### config.mk
export PLATFORM = sky130hd
export DESIGN_NAME = olv_top
export DESIGN_NICKNAME = d
export VERILOG_FILES = /design/src/rtl/olv_pkg.sv /design/src/rtl/olv_curve_if.sv /design/src/rtl/olv_tick.sv /design/src/rtl/olv_vcurve.sv /design/src/rtl/olv_top.sv
export SDC_FILE = /design/constraint.sdc
export NUM_CORES = 2
export LEC_CHECK = 0
export ABC_CLOCK_PERIOD_IN_PS = 161800
export BUFFER_PORTS_ARGS = -buffer_cell sky130_fd_sc_hd__buf_2
export CAP_MARGIN = 30
export CORE_UTILIZATION = 64
export DETAILED_ROUTE_END_ITERATION = 7
export GPL_ROUTABILITY_DRIVEN = 0
export PLACE_DENSITY = 0.81
export RECOVER_POWER = 50
export SYNTH_ARGS = -nofsm -noshare
export SYNTH_HDL_FRONTEND = slang
export SYNTH_HIERARCHICAL = 1
export SYNTH_SLANG_ARGS = --single-unit
### constraint.sdc
create_clock -name clk_i -period 161.8 [get_ports clk_i]
set_input_delay 8.09 -clock clk_i [delete_from_list [all_inputs] [get_ports clk_i]]
set_output_delay 8.09 -clock clk_i [all_outputs]
set_load 0.03 [all_outputs]
### src/rtl/olv_pkg.sv
// Purpose: Constants for the open-loop voltage mode controller
// Assumes: 200 MHz clock, 32-bit classic Wishbone register bus
// Notes:   Frequencies in 0.1 Hz steps, voltages in 0.1 V steps
package olv_pkg;
	// ****************************************
	// Register map (byte addresses)
	// ****************************************
	localparam logic [7:0] ADR_MODE  = 8'h00;
	localparam logic [7:0] ADR_RFREQ = 8'h04;
	localparam logic [7:0] ADR_RVOLT = 8'h08;
	localparam logic [7:0] ADR_BOOST = 8'h0c;
	localparam logic [7:0] ADR_RSET  = 8'h10;
	localparam logic [7:0] ADR_OFS   = 8'h14;
	localparam logic [7:0] ADR_STAT  = 8'h18;
	localparam int         STAT_FAIL = 4;
	localparam int         STAT_FRST = 3;
	// ****************************************
	// Voltage mode codes
	// ****************************************
	localparam logic [2:0] MEASURE_EVERY_RUN_MODE               = 3'h0;
	localparam logic [2:0] NO_MEASUREMENT_VECTOR_MODE           = 3'h1;
	localparam logic [2:0] FIXED_LINEAR_MODE                    = 3'h2;
	localparam logic [2:0] MEASURE_ONCE_THEN_LOCK_MODE          = 3'h3;
	localparam logic [2:0] MEASURE_FIRST_RUN_AFTER_POWERUP_MODE = 3'h4;
	localparam logic [2:0] FIXED_SQUARE_MODE                    = 3'h5;
	// ****************************************
	// Reset values
	// ****************************************
	localparam logic [2:0]  RST_MODE  = 3'h1;
	localparam logic [15:0] RST_RFREQ = 16'h01f4;
	localparam logic [15:0] RST_RVOLT = 16'h0fa0;
	localparam logic [15:0] RST_BOOST = 16'h0000;
	localparam logic [15:0] RST_RSET  = 16'h0000;
	localparam logic [15:0] RST_OFS   = 16'h0000;
	// ****************************************
	// Curve fractions, 4096 = rated frequency
	// ****************************************
	localparam int          FRAC_W   = 12;
	localparam logic [12:0] FRAC_ONE = 13'h1000;
	localparam logic [12:0] FRAC_Q   = 13'h0400;
	localparam logic [12:0] FRAC_H   = 13'h0800;
	// ****************************************
	// Timing
	// ****************************************
	localparam int CLK_MHZ       = 200;
	localparam int TICK_US       = 1000;
	localparam int TICK_CYC      = CLK_MHZ * TICK_US;
	localparam int HOLDOFF_S     = 1;
	localparam int HOLDOFF_TICKS = HOLDOFF_S * 1000000 / TICK_US;
	// ****************************************
	// Sequencer states
	// ****************************************
	typedef enum logic [3:0] {
		S_READY = 4'b0001,
		S_MEAS  = 4'b0010,
		S_RUN   = 4'b0100,
		S_FAULT = 4'b1000
	} olv_state_type;
endpackage

### src/rtl/olv_curve_if.sv
// Purpose: Carries curve settings to the curve generator and results back
// Assumes: Single clock domain
// Notes:   ctl drives settings, crv returns registered voltage
`timescale 1ns/1ps
interface olv_curve_if;
	logic        en;
	logic        vector;
	logic        square;
	logic [15:0] freq;
	logic [15:0] rfreq;
	logic [15:0] rvolt;
	logic [15:0] boost;
	logic [15:0] res;
	logic [15:0] ofs;
	logic [15:0] volt;
	logic [15:0] comp;
	modport ctl (output en, vector, square, freq, rfreq, rvolt, boost,
		res, ofs, input volt, comp);
	modport crv (input en, vector, square, freq, rfreq, rvolt, boost,
		res, ofs, output volt, comp);
endinterface

### src/rtl/olv_tick.sv
// Purpose: Millisecond enable divider and ready-state hold-off timer
// Assumes: clr_i high while the drive is not in the ready state
// Notes:   Timer starts elapsed after reset so the first run may measure
`timescale 1ns/1ps
module olv_tick #(
	parameter int TICK_CYC      = olv_pkg::TICK_CYC,
	parameter int HOLDOFF_TICKS = olv_pkg::HOLDOFF_TICKS
) (
	input  wire logic clk_i,     // System clock
	input  wire logic rst_i,     // Synchronous reset
	input  wire logic clr_i,     // Restart hold-off
	output logic      elapsed_o  // Hold-off time has passed
);
	typedef struct packed {
		logic [31:0] div;
		logic [31:0] cnt;
		logic        tick;
		logic        done;
	} olv_tick_type;
	olv_tick_type r, n;
	always_comb begin
		n = r;
		n.tick = (r.div == 32'(TICK_CYC - 1));
		n.div = n.tick ? 32'h0 : r.div + 32'h1;
		if (clr_i) begin
			n.cnt = 32'h0;
			n.done = 1'b0;
		end else if (r.tick && !r.done) begin
			n.cnt = r.cnt + 32'h1;
			n.done = (n.cnt >= 32'(HOLDOFF_TICKS));
		end
	end
	always_ff @(posedge clk_i) begin
		if (rst_i) begin
			r <= '{div: 32'h0, cnt: 32'h0, tick: 1'b0, done: 1'b1};
		end else begin
			r <= n;
		end
	end
	assign elapsed_o = r.done;
endmodule

### src/rtl/olv_vcurve.sv
// Purpose: Voltage versus frequency curve and resistance weighting
// Assumes: Settings stable while running
// Notes:   Output voltage is zero whenever en is low
`timescale 1ns/1ps
module olv_vcurve (
	input wire logic clk_i,  // System clock
	input wire logic rst_i,  // Synchronous reset
	olv_curve_if.crv cv      // Settings and results
);
	typedef struct packed {
		logic [15:0] volt;
		logic [15:0] comp;
	} olv_crv_type;
	olv_crv_type r, n;
	logic [15:0] fc;
	logic [12:0] frac;
	logic [12:0] w;
	logic [12:0] sq;
	logic [16:0] v;
	function automatic logic [16:0] olv_scale(input logic [15:0] a,
		input logic [12:0] f);
		logic [28:0] p;
		p = 29'(a) * 29'(f);
		return 17'(p >> olv_pkg::FRAC_W);
	endfunction
	always_comb begin
		fc = (cv.freq > cv.rfreq) ? cv.rfreq : cv.freq;
		frac = (cv.rfreq == 16'h0) ? olv_pkg::FRAC_ONE :
			13'(({12'h0, fc, 12'h000}) / {24'h0, cv.rfreq});
		sq = 13'(({13'h0, frac} * {13'h0, frac}) >> olv_pkg::FRAC_W);
		if (frac <= olv_pkg::FRAC_Q)
			w = olv_pkg::FRAC_ONE;
		else if (frac >= olv_pkg::FRAC_H)
			w = 13'h0;
		else
			w = 13'((olv_pkg::FRAC_H - frac) << 2);
		n.comp = 16'h0;
		if (cv.vector) begin
			v = olv_scale(cv.rvolt, frac) + olv_scale(cv.ofs, w);
			n.comp = 16'(olv_scale(cv.res, w));
		end else if (cv.square) begin
			v = olv_scale(cv.rvolt, sq) +
				olv_scale(cv.boost, olv_pkg::FRAC_ONE - frac);
		end else begin
			v = olv_scale(cv.rvolt, frac) +
				olv_scale(cv.boost, olv_pkg::FRAC_ONE - frac);
		end
		n.volt = v[16] ? 16'hffff : v[15:0];
		if (!cv.en) begin
			n.volt = 16'h0;
			n.comp = 16'h0;
		end
	end
	always_ff @(posedge clk_i) begin
		if (rst_i) begin
			r <= '0;
		end else begin
			r <= n;
		end
	end
	assign cv.volt = r.volt;
	assign cv.comp = r.comp;
	property p_comp_off;
		@(posedge clk_i) disable iff (rst_i)
		(cv.freq >= cv.rfreq && cv.rfreq != 16'h0) |=> (r.comp == 16'h0);
	endproperty
	a_comp_off: assert property (p_comp_off)
		else $error("compensation not zero at rated frequency");
	property p_flat_top;
		@(posedge clk_i) disable iff (rst_i)
		(cv.en && !cv.vector && cv.freq >= cv.rfreq && cv.rfreq != 16'h0)
		|=> (r.volt == cv.rvolt);
	endproperty
	a_flat_top: assert property (p_flat_top)
		else $error("fixed curve not flat above rated frequency");
endmodule

### src/rtl/olv_top.sv
// Purpose: Open-loop voltage mode selection and resistance measurement
// Assumes: run_i is an asynchronous pin; measurement port on clk_i
// Notes:   Registers on classic Wishbone, one word per register
//
// Overview of operation
// - Vector modes give voltage linear in frequency to rated, flat above.
// - Vector modes apply full resistance compensation up to rated/4.
// - Compensation falls linearly from rated/4 to zero at rated/2.
// - Mode 0 measures on every run and overwrites the stored values.
// - Mode 0 skips measurement if run comes within 1 s of entering ready.
// - Mode 4 measures only on the first run after power-up; the code measures on each run until a measurement succeeds.
// - Modes 0 and 4 never write measured values to nonvolatile memory.
// - Mode 1 never measures and uses the stator resistance setting.
// - Mode 3 measures on run and switches to mode 1 after success.
// - Mode 3 success writes resistance, offset and mode to nonvolatile.
// - Mode 3 failure keeps mode 3 and retries on the next run.
// - Fixed-boost modes ignore resistance and offset and use the boost.
// - Mode 2 gives a linear curve to rated frequency, flat above.
// - Mode 5 gives a square-law curve to rated frequency, flat above.
//
// Decided for this implementation: register access over Wishbone and the register addresses.
`timescale 1ns/1ps
module olv_top #(
	parameter int TICK_CYC      = olv_pkg::TICK_CYC,
	parameter int HOLDOFF_TICKS = olv_pkg::HOLDOFF_TICKS
) (
	input  wire logic        clk_i,       // System clock
	input  wire logic        rst_i,       // Synchronous reset
	input  wire logic [7:0]  wb_adr_i,    // Wishbone byte address
	input  wire logic [31:0] wb_dat_i,    // Wishbone write data
	input  wire logic [3:0]  wb_sel_i,    // Wishbone byte selects
	input  wire logic        wb_we_i,     // Wishbone write enable
	input  wire logic        wb_cyc_i,    // Wishbone cycle
	input  wire logic        wb_stb_i,    // Wishbone strobe
	output logic [31:0]      wb_dat_o,    // Wishbone read data
	output logic             wb_ack_o,    // Wishbone acknowledge
	input  wire logic        run_i,       // Run command pin
	input  wire logic [15:0] freq_i,      // Output frequency, 0.1 Hz
	input  wire logic        meas_done_i, // Measurement finished
	input  wire logic        meas_ok_i,   // Measurement succeeded
	input  wire logic [15:0] meas_res_i,  // Measured resistance
	input  wire logic [15:0] meas_ofs_i,  // Measured voltage offset
	output logic             meas_start_o,// Start measurement pulse
	output logic             nv_write_o,  // Nonvolatile save pulse
	output logic [15:0]      nv_res_o,    // Resistance to save
	output logic [15:0]      nv_ofs_o,    // Offset to save
	output logic [2:0]       nv_mode_o,   // Mode to save
	output logic [15:0]      volt_o,      // Voltage command, 0.1 V
	output logic [15:0]      comp_o,      // Weighted resistance
	output logic             running_o    // Normal characteristic active
);
	// ****************************************
	// State
	// ****************************************
	typedef struct packed {
		olv_pkg::olv_state_type state;
		logic [2:0]             mode;
		logic [15:0]            rfreq;
		logic [15:0]            rvolt;
		logic [15:0]            boost;
		logic [15:0]            rset;
		logic [15:0]            ofs;
		logic                   first_done;
		logic                   fail;
		logic                   sync1;
		logic                   sync2;
		logic                   start;
		logic                   nvw;
		logic                   ack;
		logic [31:0]            dat;
	} olv_top_type;
	olv_top_type r, n;
	logic        elapsed;
	logic        need;
	olv_curve_if cv ();
	// ****************************************
	// Helpers
	// ****************************************
	function automatic logic [15:0] olv_wr16(input logic [15:0] old,
		input logic [31:0] d, input logic [3:0] sel);
		logic [15:0] v;
		v = old;
		if (sel[0])
			v[7:0] = d[7:0];
		if (sel[1])
			v[15:8] = d[15:8];
		return v;
	endfunction
	function automatic logic olv_vec(input logic [2:0] m);
		return m == olv_pkg::MEASURE_EVERY_RUN_MODE ||
			m == olv_pkg::NO_MEASUREMENT_VECTOR_MODE ||
			m == olv_pkg::MEASURE_ONCE_THEN_LOCK_MODE ||
			m == olv_pkg::MEASURE_FIRST_RUN_AFTER_POWERUP_MODE;
	endfunction
	// ****************************************
	// Sub-blocks
	// ****************************************
	olv_tick #(
		.TICK_CYC      (TICK_CYC),
		.HOLDOFF_TICKS (HOLDOFF_TICKS)
	) u_tick (
		.clk_i     (clk_i),
		.rst_i     (rst_i),
		.clr_i     (r.state != olv_pkg::S_READY),
		.elapsed_o (elapsed)
	);
	olv_vcurve u_curve (
		.clk_i (clk_i),
		.rst_i (rst_i),
		.cv    (cv)
	);
	assign cv.en = (r.state == olv_pkg::S_RUN);
	assign cv.vector = olv_vec(r.mode);
	assign cv.square = (r.mode == olv_pkg::FIXED_SQUARE_MODE);
	assign cv.freq = freq_i;
	assign cv.rfreq = r.rfreq;
	assign cv.rvolt = r.rvolt;
	assign cv.boost = r.boost;
	assign cv.res = r.rset;
	assign cv.ofs = r.ofs;
	// ****************************************
	// Measurement decision
	// ****************************************
	always_comb begin
		unique case (r.mode)
			olv_pkg::MEASURE_EVERY_RUN_MODE:
				need = elapsed;
			olv_pkg::MEASURE_FIRST_RUN_AFTER_POWERUP_MODE:
				need = !r.first_done;
			olv_pkg::MEASURE_ONCE_THEN_LOCK_MODE:
				need = 1'b1;
			default:
				need = 1'b0;
		endcase
	end
	// ****************************************
	// Next state
	// ****************************************
	always_comb begin
		n = r;
		n.sync1 = run_i;
		n.sync2 = r.sync1;
		n.start = 1'b0;
		n.nvw = 1'b0;
		n.ack = wb_cyc_i && wb_stb_i && !r.ack;
		n.dat = 32'h0;
		if (n.ack && wb_we_i) begin
			unique case (wb_adr_i)
				olv_pkg::ADR_MODE:
					if (wb_sel_i[0] && wb_dat_i[2:0] <= 3'h5)
						n.mode = wb_dat_i[2:0];
				olv_pkg::ADR_RFREQ:
					n.rfreq = olv_wr16(r.rfreq, wb_dat_i, wb_sel_i);
				olv_pkg::ADR_RVOLT:
					n.rvolt = olv_wr16(r.rvolt, wb_dat_i, wb_sel_i);
				olv_pkg::ADR_BOOST:
					n.boost = olv_wr16(r.boost, wb_dat_i, wb_sel_i);
				olv_pkg::ADR_RSET:
					n.rset = olv_wr16(r.rset, wb_dat_i, wb_sel_i);
				olv_pkg::ADR_OFS:
					n.ofs = olv_wr16(r.ofs, wb_dat_i, wb_sel_i);
				olv_pkg::ADR_STAT:
					if (wb_sel_i[0] && wb_dat_i[olv_pkg::STAT_FAIL])
						n.fail = 1'b0;
				default: ;
			endcase
		end
		if (n.ack && !wb_we_i) begin
			unique case (wb_adr_i)
				olv_pkg::ADR_MODE:  n.dat = {29'h0, r.mode};
				olv_pkg::ADR_RFREQ: n.dat = {16'h0, r.rfreq};
				olv_pkg::ADR_RVOLT: n.dat = {16'h0, r.rvolt};
				olv_pkg::ADR_BOOST: n.dat = {16'h0, r.boost};
				olv_pkg::ADR_RSET:  n.dat = {16'h0, r.rset};
				olv_pkg::ADR_OFS:   n.dat = {16'h0, r.ofs};
				olv_pkg::ADR_STAT:  n.dat = {27'h0, r.fail,
					r.first_done, r.state[2:0]};
				default: n.dat = 32'h0;
			endcase
		end
		// Hardware updates come last so they win over bus writes
		unique case (r.state)
			olv_pkg::S_READY: begin
				if (r.sync2 && need) begin
					n.state = olv_pkg::S_MEAS;
					n.start = 1'b1;
				end else if (r.sync2) begin
					n.state = olv_pkg::S_RUN;
				end
			end
			olv_pkg::S_MEAS: begin
				if (!r.sync2) begin
					n.state = olv_pkg::S_READY;
				end else if (meas_done_i && meas_ok_i) begin
					n.rset = meas_res_i;
					n.ofs = meas_ofs_i;
					n.first_done = 1'b1;
					n.state = olv_pkg::S_RUN;
					if (r.mode == olv_pkg::MEASURE_ONCE_THEN_LOCK_MODE) begin
						n.mode = olv_pkg::NO_MEASUREMENT_VECTOR_MODE;
						n.nvw = 1'b1;
					end
				end else if (meas_done_i) begin
					n.fail = 1'b1;
					n.state = olv_pkg::S_FAULT;
				end
			end
			olv_pkg::S_RUN:
				if (!r.sync2)
					n.state = olv_pkg::S_READY;
			olv_pkg::S_FAULT:
				if (!r.sync2)
					n.state = olv_pkg::S_READY;
		endcase
	end
	// ****************************************
	// Registers
	// ****************************************
	always_ff @(posedge clk_i) begin
		if (rst_i) begin
			r <= '{state: olv_pkg::S_READY, mode: olv_pkg::RST_MODE,
				rfreq: olv_pkg::RST_RFREQ, rvolt: olv_pkg::RST_RVOLT,
				boost: olv_pkg::RST_BOOST, rset: olv_pkg::RST_RSET,
				ofs: olv_pkg::RST_OFS, dat: 32'h0, default: 1'b0};
		end else begin
			r <= n;
		end
	end
	assign wb_dat_o = r.dat;
	assign wb_ack_o = r.ack;
	assign meas_start_o = r.start;
	assign nv_write_o = r.nvw;
	assign nv_res_o = r.rset;
	assign nv_ofs_o = r.ofs;
	assign nv_mode_o = r.mode;
	assign volt_o = cv.volt;
	assign comp_o = cv.comp;
	assign running_o = r.state[2];
	// ****************************************
	// Checks
	// ****************************************
	property p_zero_out;
		@(posedge clk_i) disable iff (rst_i)
		(r.state != olv_pkg::S_RUN) |=> (volt_o == 16'h0);
	endproperty
	a_zero_out: assert property (p_zero_out)
		else $error("voltage not zero outside run");
	property p_every_run;
		@(posedge clk_i) disable iff (rst_i)
		(r.state == olv_pkg::S_READY && r.sync2 && elapsed &&
			r.mode == olv_pkg::MEASURE_EVERY_RUN_MODE) |=> meas_start_o;
	endproperty
	a_every_run: assert property (p_every_run)
		else $error("mode 0 run did not start measurement");
	property p_holdoff;
		@(posedge clk_i) disable iff (rst_i)
		(r.state == olv_pkg::S_READY && r.sync2 && !elapsed &&
			r.mode == olv_pkg::MEASURE_EVERY_RUN_MODE)
		|=> (!meas_start_o && r.state == olv_pkg::S_RUN);
	endproperty
	a_holdoff: assert property (p_holdoff)
		else $error("mode 0 measured inside hold-off");
	property p_first_only;
		@(posedge clk_i) disable iff (rst_i)
		(r.first_done &&
			r.mode == olv_pkg::MEASURE_FIRST_RUN_AFTER_POWERUP_MODE &&
			$rose(r.sync2)) |=> !meas_start_o;
	endproperty
	a_first_only: assert property (p_first_only)
		else $error("mode 4 measured twice");
	property p_no_save;
		@(posedge clk_i) disable iff (rst_i)
		(r.state == olv_pkg::S_MEAS && meas_done_i &&
			r.mode != olv_pkg::MEASURE_ONCE_THEN_LOCK_MODE)
		|=> !nv_write_o;
	endproperty
	a_no_save: assert property (p_no_save)
		else $error("unexpected nonvolatile save");
	property p_never;
		@(posedge clk_i) disable iff (rst_i)
		(r.mode == olv_pkg::NO_MEASUREMENT_VECTOR_MODE) |-> !n.start;
	endproperty
	a_never: assert property (p_never)
		else $error("mode 1 started a measurement");
	property p_lock;
		@(posedge clk_i) disable iff (rst_i)
		(r.state == olv_pkg::S_MEAS && r.sync2 && meas_done_i &&
			meas_ok_i && r.mode == olv_pkg::MEASURE_ONCE_THEN_LOCK_MODE)
		|=> (nv_write_o && nv_mode_o == olv_pkg::NO_MEASUREMENT_VECTOR_MODE
			&& nv_res_o == $past(meas_res_i));
	endproperty
	a_lock: assert property (p_lock)
		else $error("mode 3 did not lock and save");
	property p_retry;
		@(posedge clk_i) disable iff (rst_i)
		(r.state == olv_pkg::S_MEAS && r.sync2 && meas_done_i &&
			!meas_ok_i && r.mode == olv_pkg::MEASURE_ONCE_THEN_LOCK_MODE)
		|=> (nv_mode_o == olv_pkg::MEASURE_ONCE_THEN_LOCK_MODE &&
			!nv_write_o) ##1 r.fail;
	endproperty
	a_retry: assert property (p_retry)
		else $error("mode 3 failure changed mode");
	property p_save_once;
		@(posedge clk_i) disable iff (rst_i)
		nv_write_o |=> !nv_write_o;
	endproperty
	a_save_once: assert property (p_save_once)
		else $error("save pulse longer than one cycle");
endmodule

==> results.cfg <==
[routing]
ant_nets = 0
totalWireLength_um = 245000
drc_errors = 0
wl_per_cell_um = 19.6
vias_per_cell = 6.46
vias = 80800
dr.first_iter.drc_count = 7865
dr.pass1.iters = 6

[cells_and_area]
post-route-util = 0.666
nets = 12700
area_growth_pct = 3.07
multiInputGateArea_sq_um = 73200
drive_above_1_share = 0.0773
fillers = 10900
regArea_sq_um = 4170
final_cells = 12500

[critical_path]
worstSetupPathType = flop to flop
rr_endpoint = u_curve/cv.volt[9]$_SDFF_PP0_
cp_slowest_stage_delay_ps = 710
worstPathRequired_ps = 162200
path_delay_family = compound AO/OA/AOI/OAI gates
rr_startpoint = cv.rfreq[2]$_SDFFE_PP1P_
critPathBufInv = 40
r2r_cells = 650
cp_max_fo = 54
crit_top_cell = o21a_1
startpoint_type = flop
cp_slowest_cell = a2111oi_0
path_depth = 650
rrSetupSlack_ps = 10440
end_kind = flop
crit_arrival_ps = 151760
cp-endpoint = u_curve/cv.volt[9]$_SDFF_PP0_
worstSetupStartpoint = cv.rfreq[2]$_SDFFE_PP1P_

[sta]
finalClockSkew_ps = 47.3
fin_crit_sh = 0.935
tightest_slew_ps = 3280
setup_viol = 0
max_freq_mhz = 6.61
slew_violations = 168
period_minus_slack_ps = 151360
whs_ps = 436
hold_viol = 0
rsz0062_at_grt = false
slew_headroom = -1.19
finalSetupTns_ps = 0

[global_route]
overflow = 0
grt_pass1_vias = 79200
grt_use_total = 0.359
grt_first_pass_wirelength_um = 394000
grt_max_degree = 68
grt_antenna_before_repair = 10

[synth]
synth_edf_count = 0
yosys_warnings = 6
async_reset_ff_frac = 0
avgSynthCellArea_sq_um = 7.73
ys_seq_area_frac = 0.0496
netlist_instances = 10900
synthFlopType = dfxtp_1
ys_types = 180
synth-seq-cells = 208
syn_area_sq_um = 83900

[clock_tree]
cts_tree = done
cts_max_level = 1
clkSlewWorstSetupHoldPaths_ps = 60
cts-buffers-inserted = 23
cts_buffer_depth = 3
root_buffer = clkbuf_16
cts.sink_count = 208
clock_latency_ps = 600

[flow_run]
maxCapViolations = 4

[outcome]
violations = max-capacitance violations, max-slew violations
status = finished, violations left

[placement]
dp_cells = 12500
dp_hpwl_um = 193000
port_buffers = 168

[floorplan]
die_w_um = 364
dieArea_sq_um = 133000
dieHeight_um = 364
rows = 132
core_sq_um = 130000
ios = 203
start_util = 0.646

[min_path]
min_path_type = flop to flop
==> synthesized netlist by cell type (31+ instances only) <==
library cell	number	area [sq um]
xnor2_1	358	3140
and2_1	385	2410
mux2_2	118	1330
a21oi_1	649	3250
buf_2	37	185
clkbuf_1	292	1100
o21ai_0	376	1880
inv_1	1123	4220
nand2_1	1194	4480
or3_1	85	532
o31ai_1	134	1010
and3_1	127	795
nand2b_1	107	669
a211o_1	40	350
nor3_1	341	1710
fa_1	807	16200
a211oi_1	60	450
o21bai_1	55	413
a31oi_1	90	563
a21o_1	217	1630
nor2_1	832	3120
o211ai_1	67	503
nor2b_1	81	507
or2_2	116	726
nand3_1	199	996
or4_1	31	233
nand4_1	157	982
xor2_1	173	1520
nor4_1	54	338
buf_4	106	796
mux2i_1	78	781
dfxtp_1	208	4160
o21a_1	298	2240
o21ai_1	36	180
ha_1	1004	12600
==> how the worst min path moves through the flow <==
stage | start | depth (start not counted) | to
5_1_grt | n[35]$_SDFF_PP0_ | 1 | r[35]$_SDFF_PP0_
2_1_floorplan | n[35]$_SDFF_PP0_ | 1 | r[35]$_SDFF_PP0_
3_5_place_dp | n[35]$_SDFF_PP0_ | 1 | r[35]$_SDFF_PP0_
3_3_place_gp | n[35]$_SDFF_PP0_ | 1 | r[35]$_SDFF_PP0_
4_1_cts | n[35]$_SDFF_PP0_ | 1 | r[35]$_SDFF_PP0_
6_report | n[35]$_SDFF_PP0_ | 1 | r[35]$_SDFF_PP0_
==> cell families after synthesis <==
logic type,share of synthesized area
and+or+nand+nor,0.240
AOI/OAI and AO/OA,0.205
adders and majority gates,0.342
buffers and inverters,0.0803
xor gates and xnor gates,0.0568
DFF,0.0496
muxes,0.0262
other,0.0000895
==> flip-flops by register name, indices dropped and copies added (netlist names), 3 cells and up <==
register         cells
u_curve/cv.comp     16
cv.boost            16
u_tick/r            65
wb_dat_o            16
nv_res_o            16
u_curve/cv.volt     16
cv.rvolt            16
r                    6
cv.rfreq            16
nv_ofs_o            16
nv_mode_o            3
==> area by class of cell <==
type,instances,area share
Timing Repair Buffer,319,0.0222
Multi-Input combinational cell,9060,0.846
Clock buffer,27,0.00694
Inverter,1130,0.0491
Tap cell,1742,0.0252
Clock inverter,13,0.00178
Sequential cell,208,0.0482
Antenna cell,7,0.000203
==> per-stage QoR <==
step	cell area [sq um]	setup WS (ps)
global route	86500	211
finish	86500	10440
CTS	86500	11330
floorplan	84000	27170
detailed placement	85700	11900
global placement	85700	15230
==> cells in the final DEF, fill, tap and decap left out, types with 67 or more instances in the layout <==
cell type | synthesis | routed
o211ai_1 | 67 | 67
fa_1 | 807 | 807
dfxtp_1 | 208 | 207
inv_1 | 1123 | 1110
nor2_1 | 832 | 828
or3_1 | 85 | 85
nand2_1 | 1194 | 1194
o31ai_1 | 134 | 133
nor3_1 | 341 | 340
a21oi_1 | 649 | 649
or2_2 | 116 | 114
o21a_1 | 298 | 298
nand4_1 | 157 | 158
o21ai_0 | 376 | 376
nand3_1 | 199 | 199
and3_1 | 127 | 127
mux2_2 | 118 | 118
and2_1 | 385 | 385
xor2_1 | 173 | 173
a21o_1 | 217 | 217
a31oi_1 | 90 | 89
buf_2 | 37 | 109
buf_4 | 106 | 145
mux2i_1 | 78 | 78
xnor2_1 | 358 | 356
nor2b_1 | 81 | 73
nand2b_1 | 107 | 107
ha_1 | 1004 | 1004
==> worst reg2reg max path: cells and delay by family (launching register included) <==
family / cells / cell delay, ps
AOI/OAI and AO/OA: 390 / 83520
xor gates and xnor gates: 5 / 1410
adders and majority gates: 51 / 18230
buffers and inverters: 40 / 6340
DFF: 1 / 650
muxes: 8 / 2850
and+or+nand+nor: 156 / 38100
==> metal layers <==
metal / part of all wire / routed length, um / vias to the layer above / track usage
li1: - / - / 37400 / -
met1: 0.39 / 94600 / 38600 / 0.432
met2: 0.46 / 113000 / 3849 / 0.609
met3: 0.085 / 20700 / 919 / 0.0540
met4: 0.065 / 15800 / 4 / 0.211
met5: 0.00014 / 35 / - / 0
==> what timing repair did <==
item                                    4_1_cts  5_1_grt
hold buffers                                  0        0
setup buffers                                 0        3
endpoints found under the setup margin        0       16
hold endpoints to repair                      0        0
resized for setup                             0        4
Power is left out: the tool's default activity adds up to more than one toggle a clock period on the data nets, which glitch-free logic cannot reach.
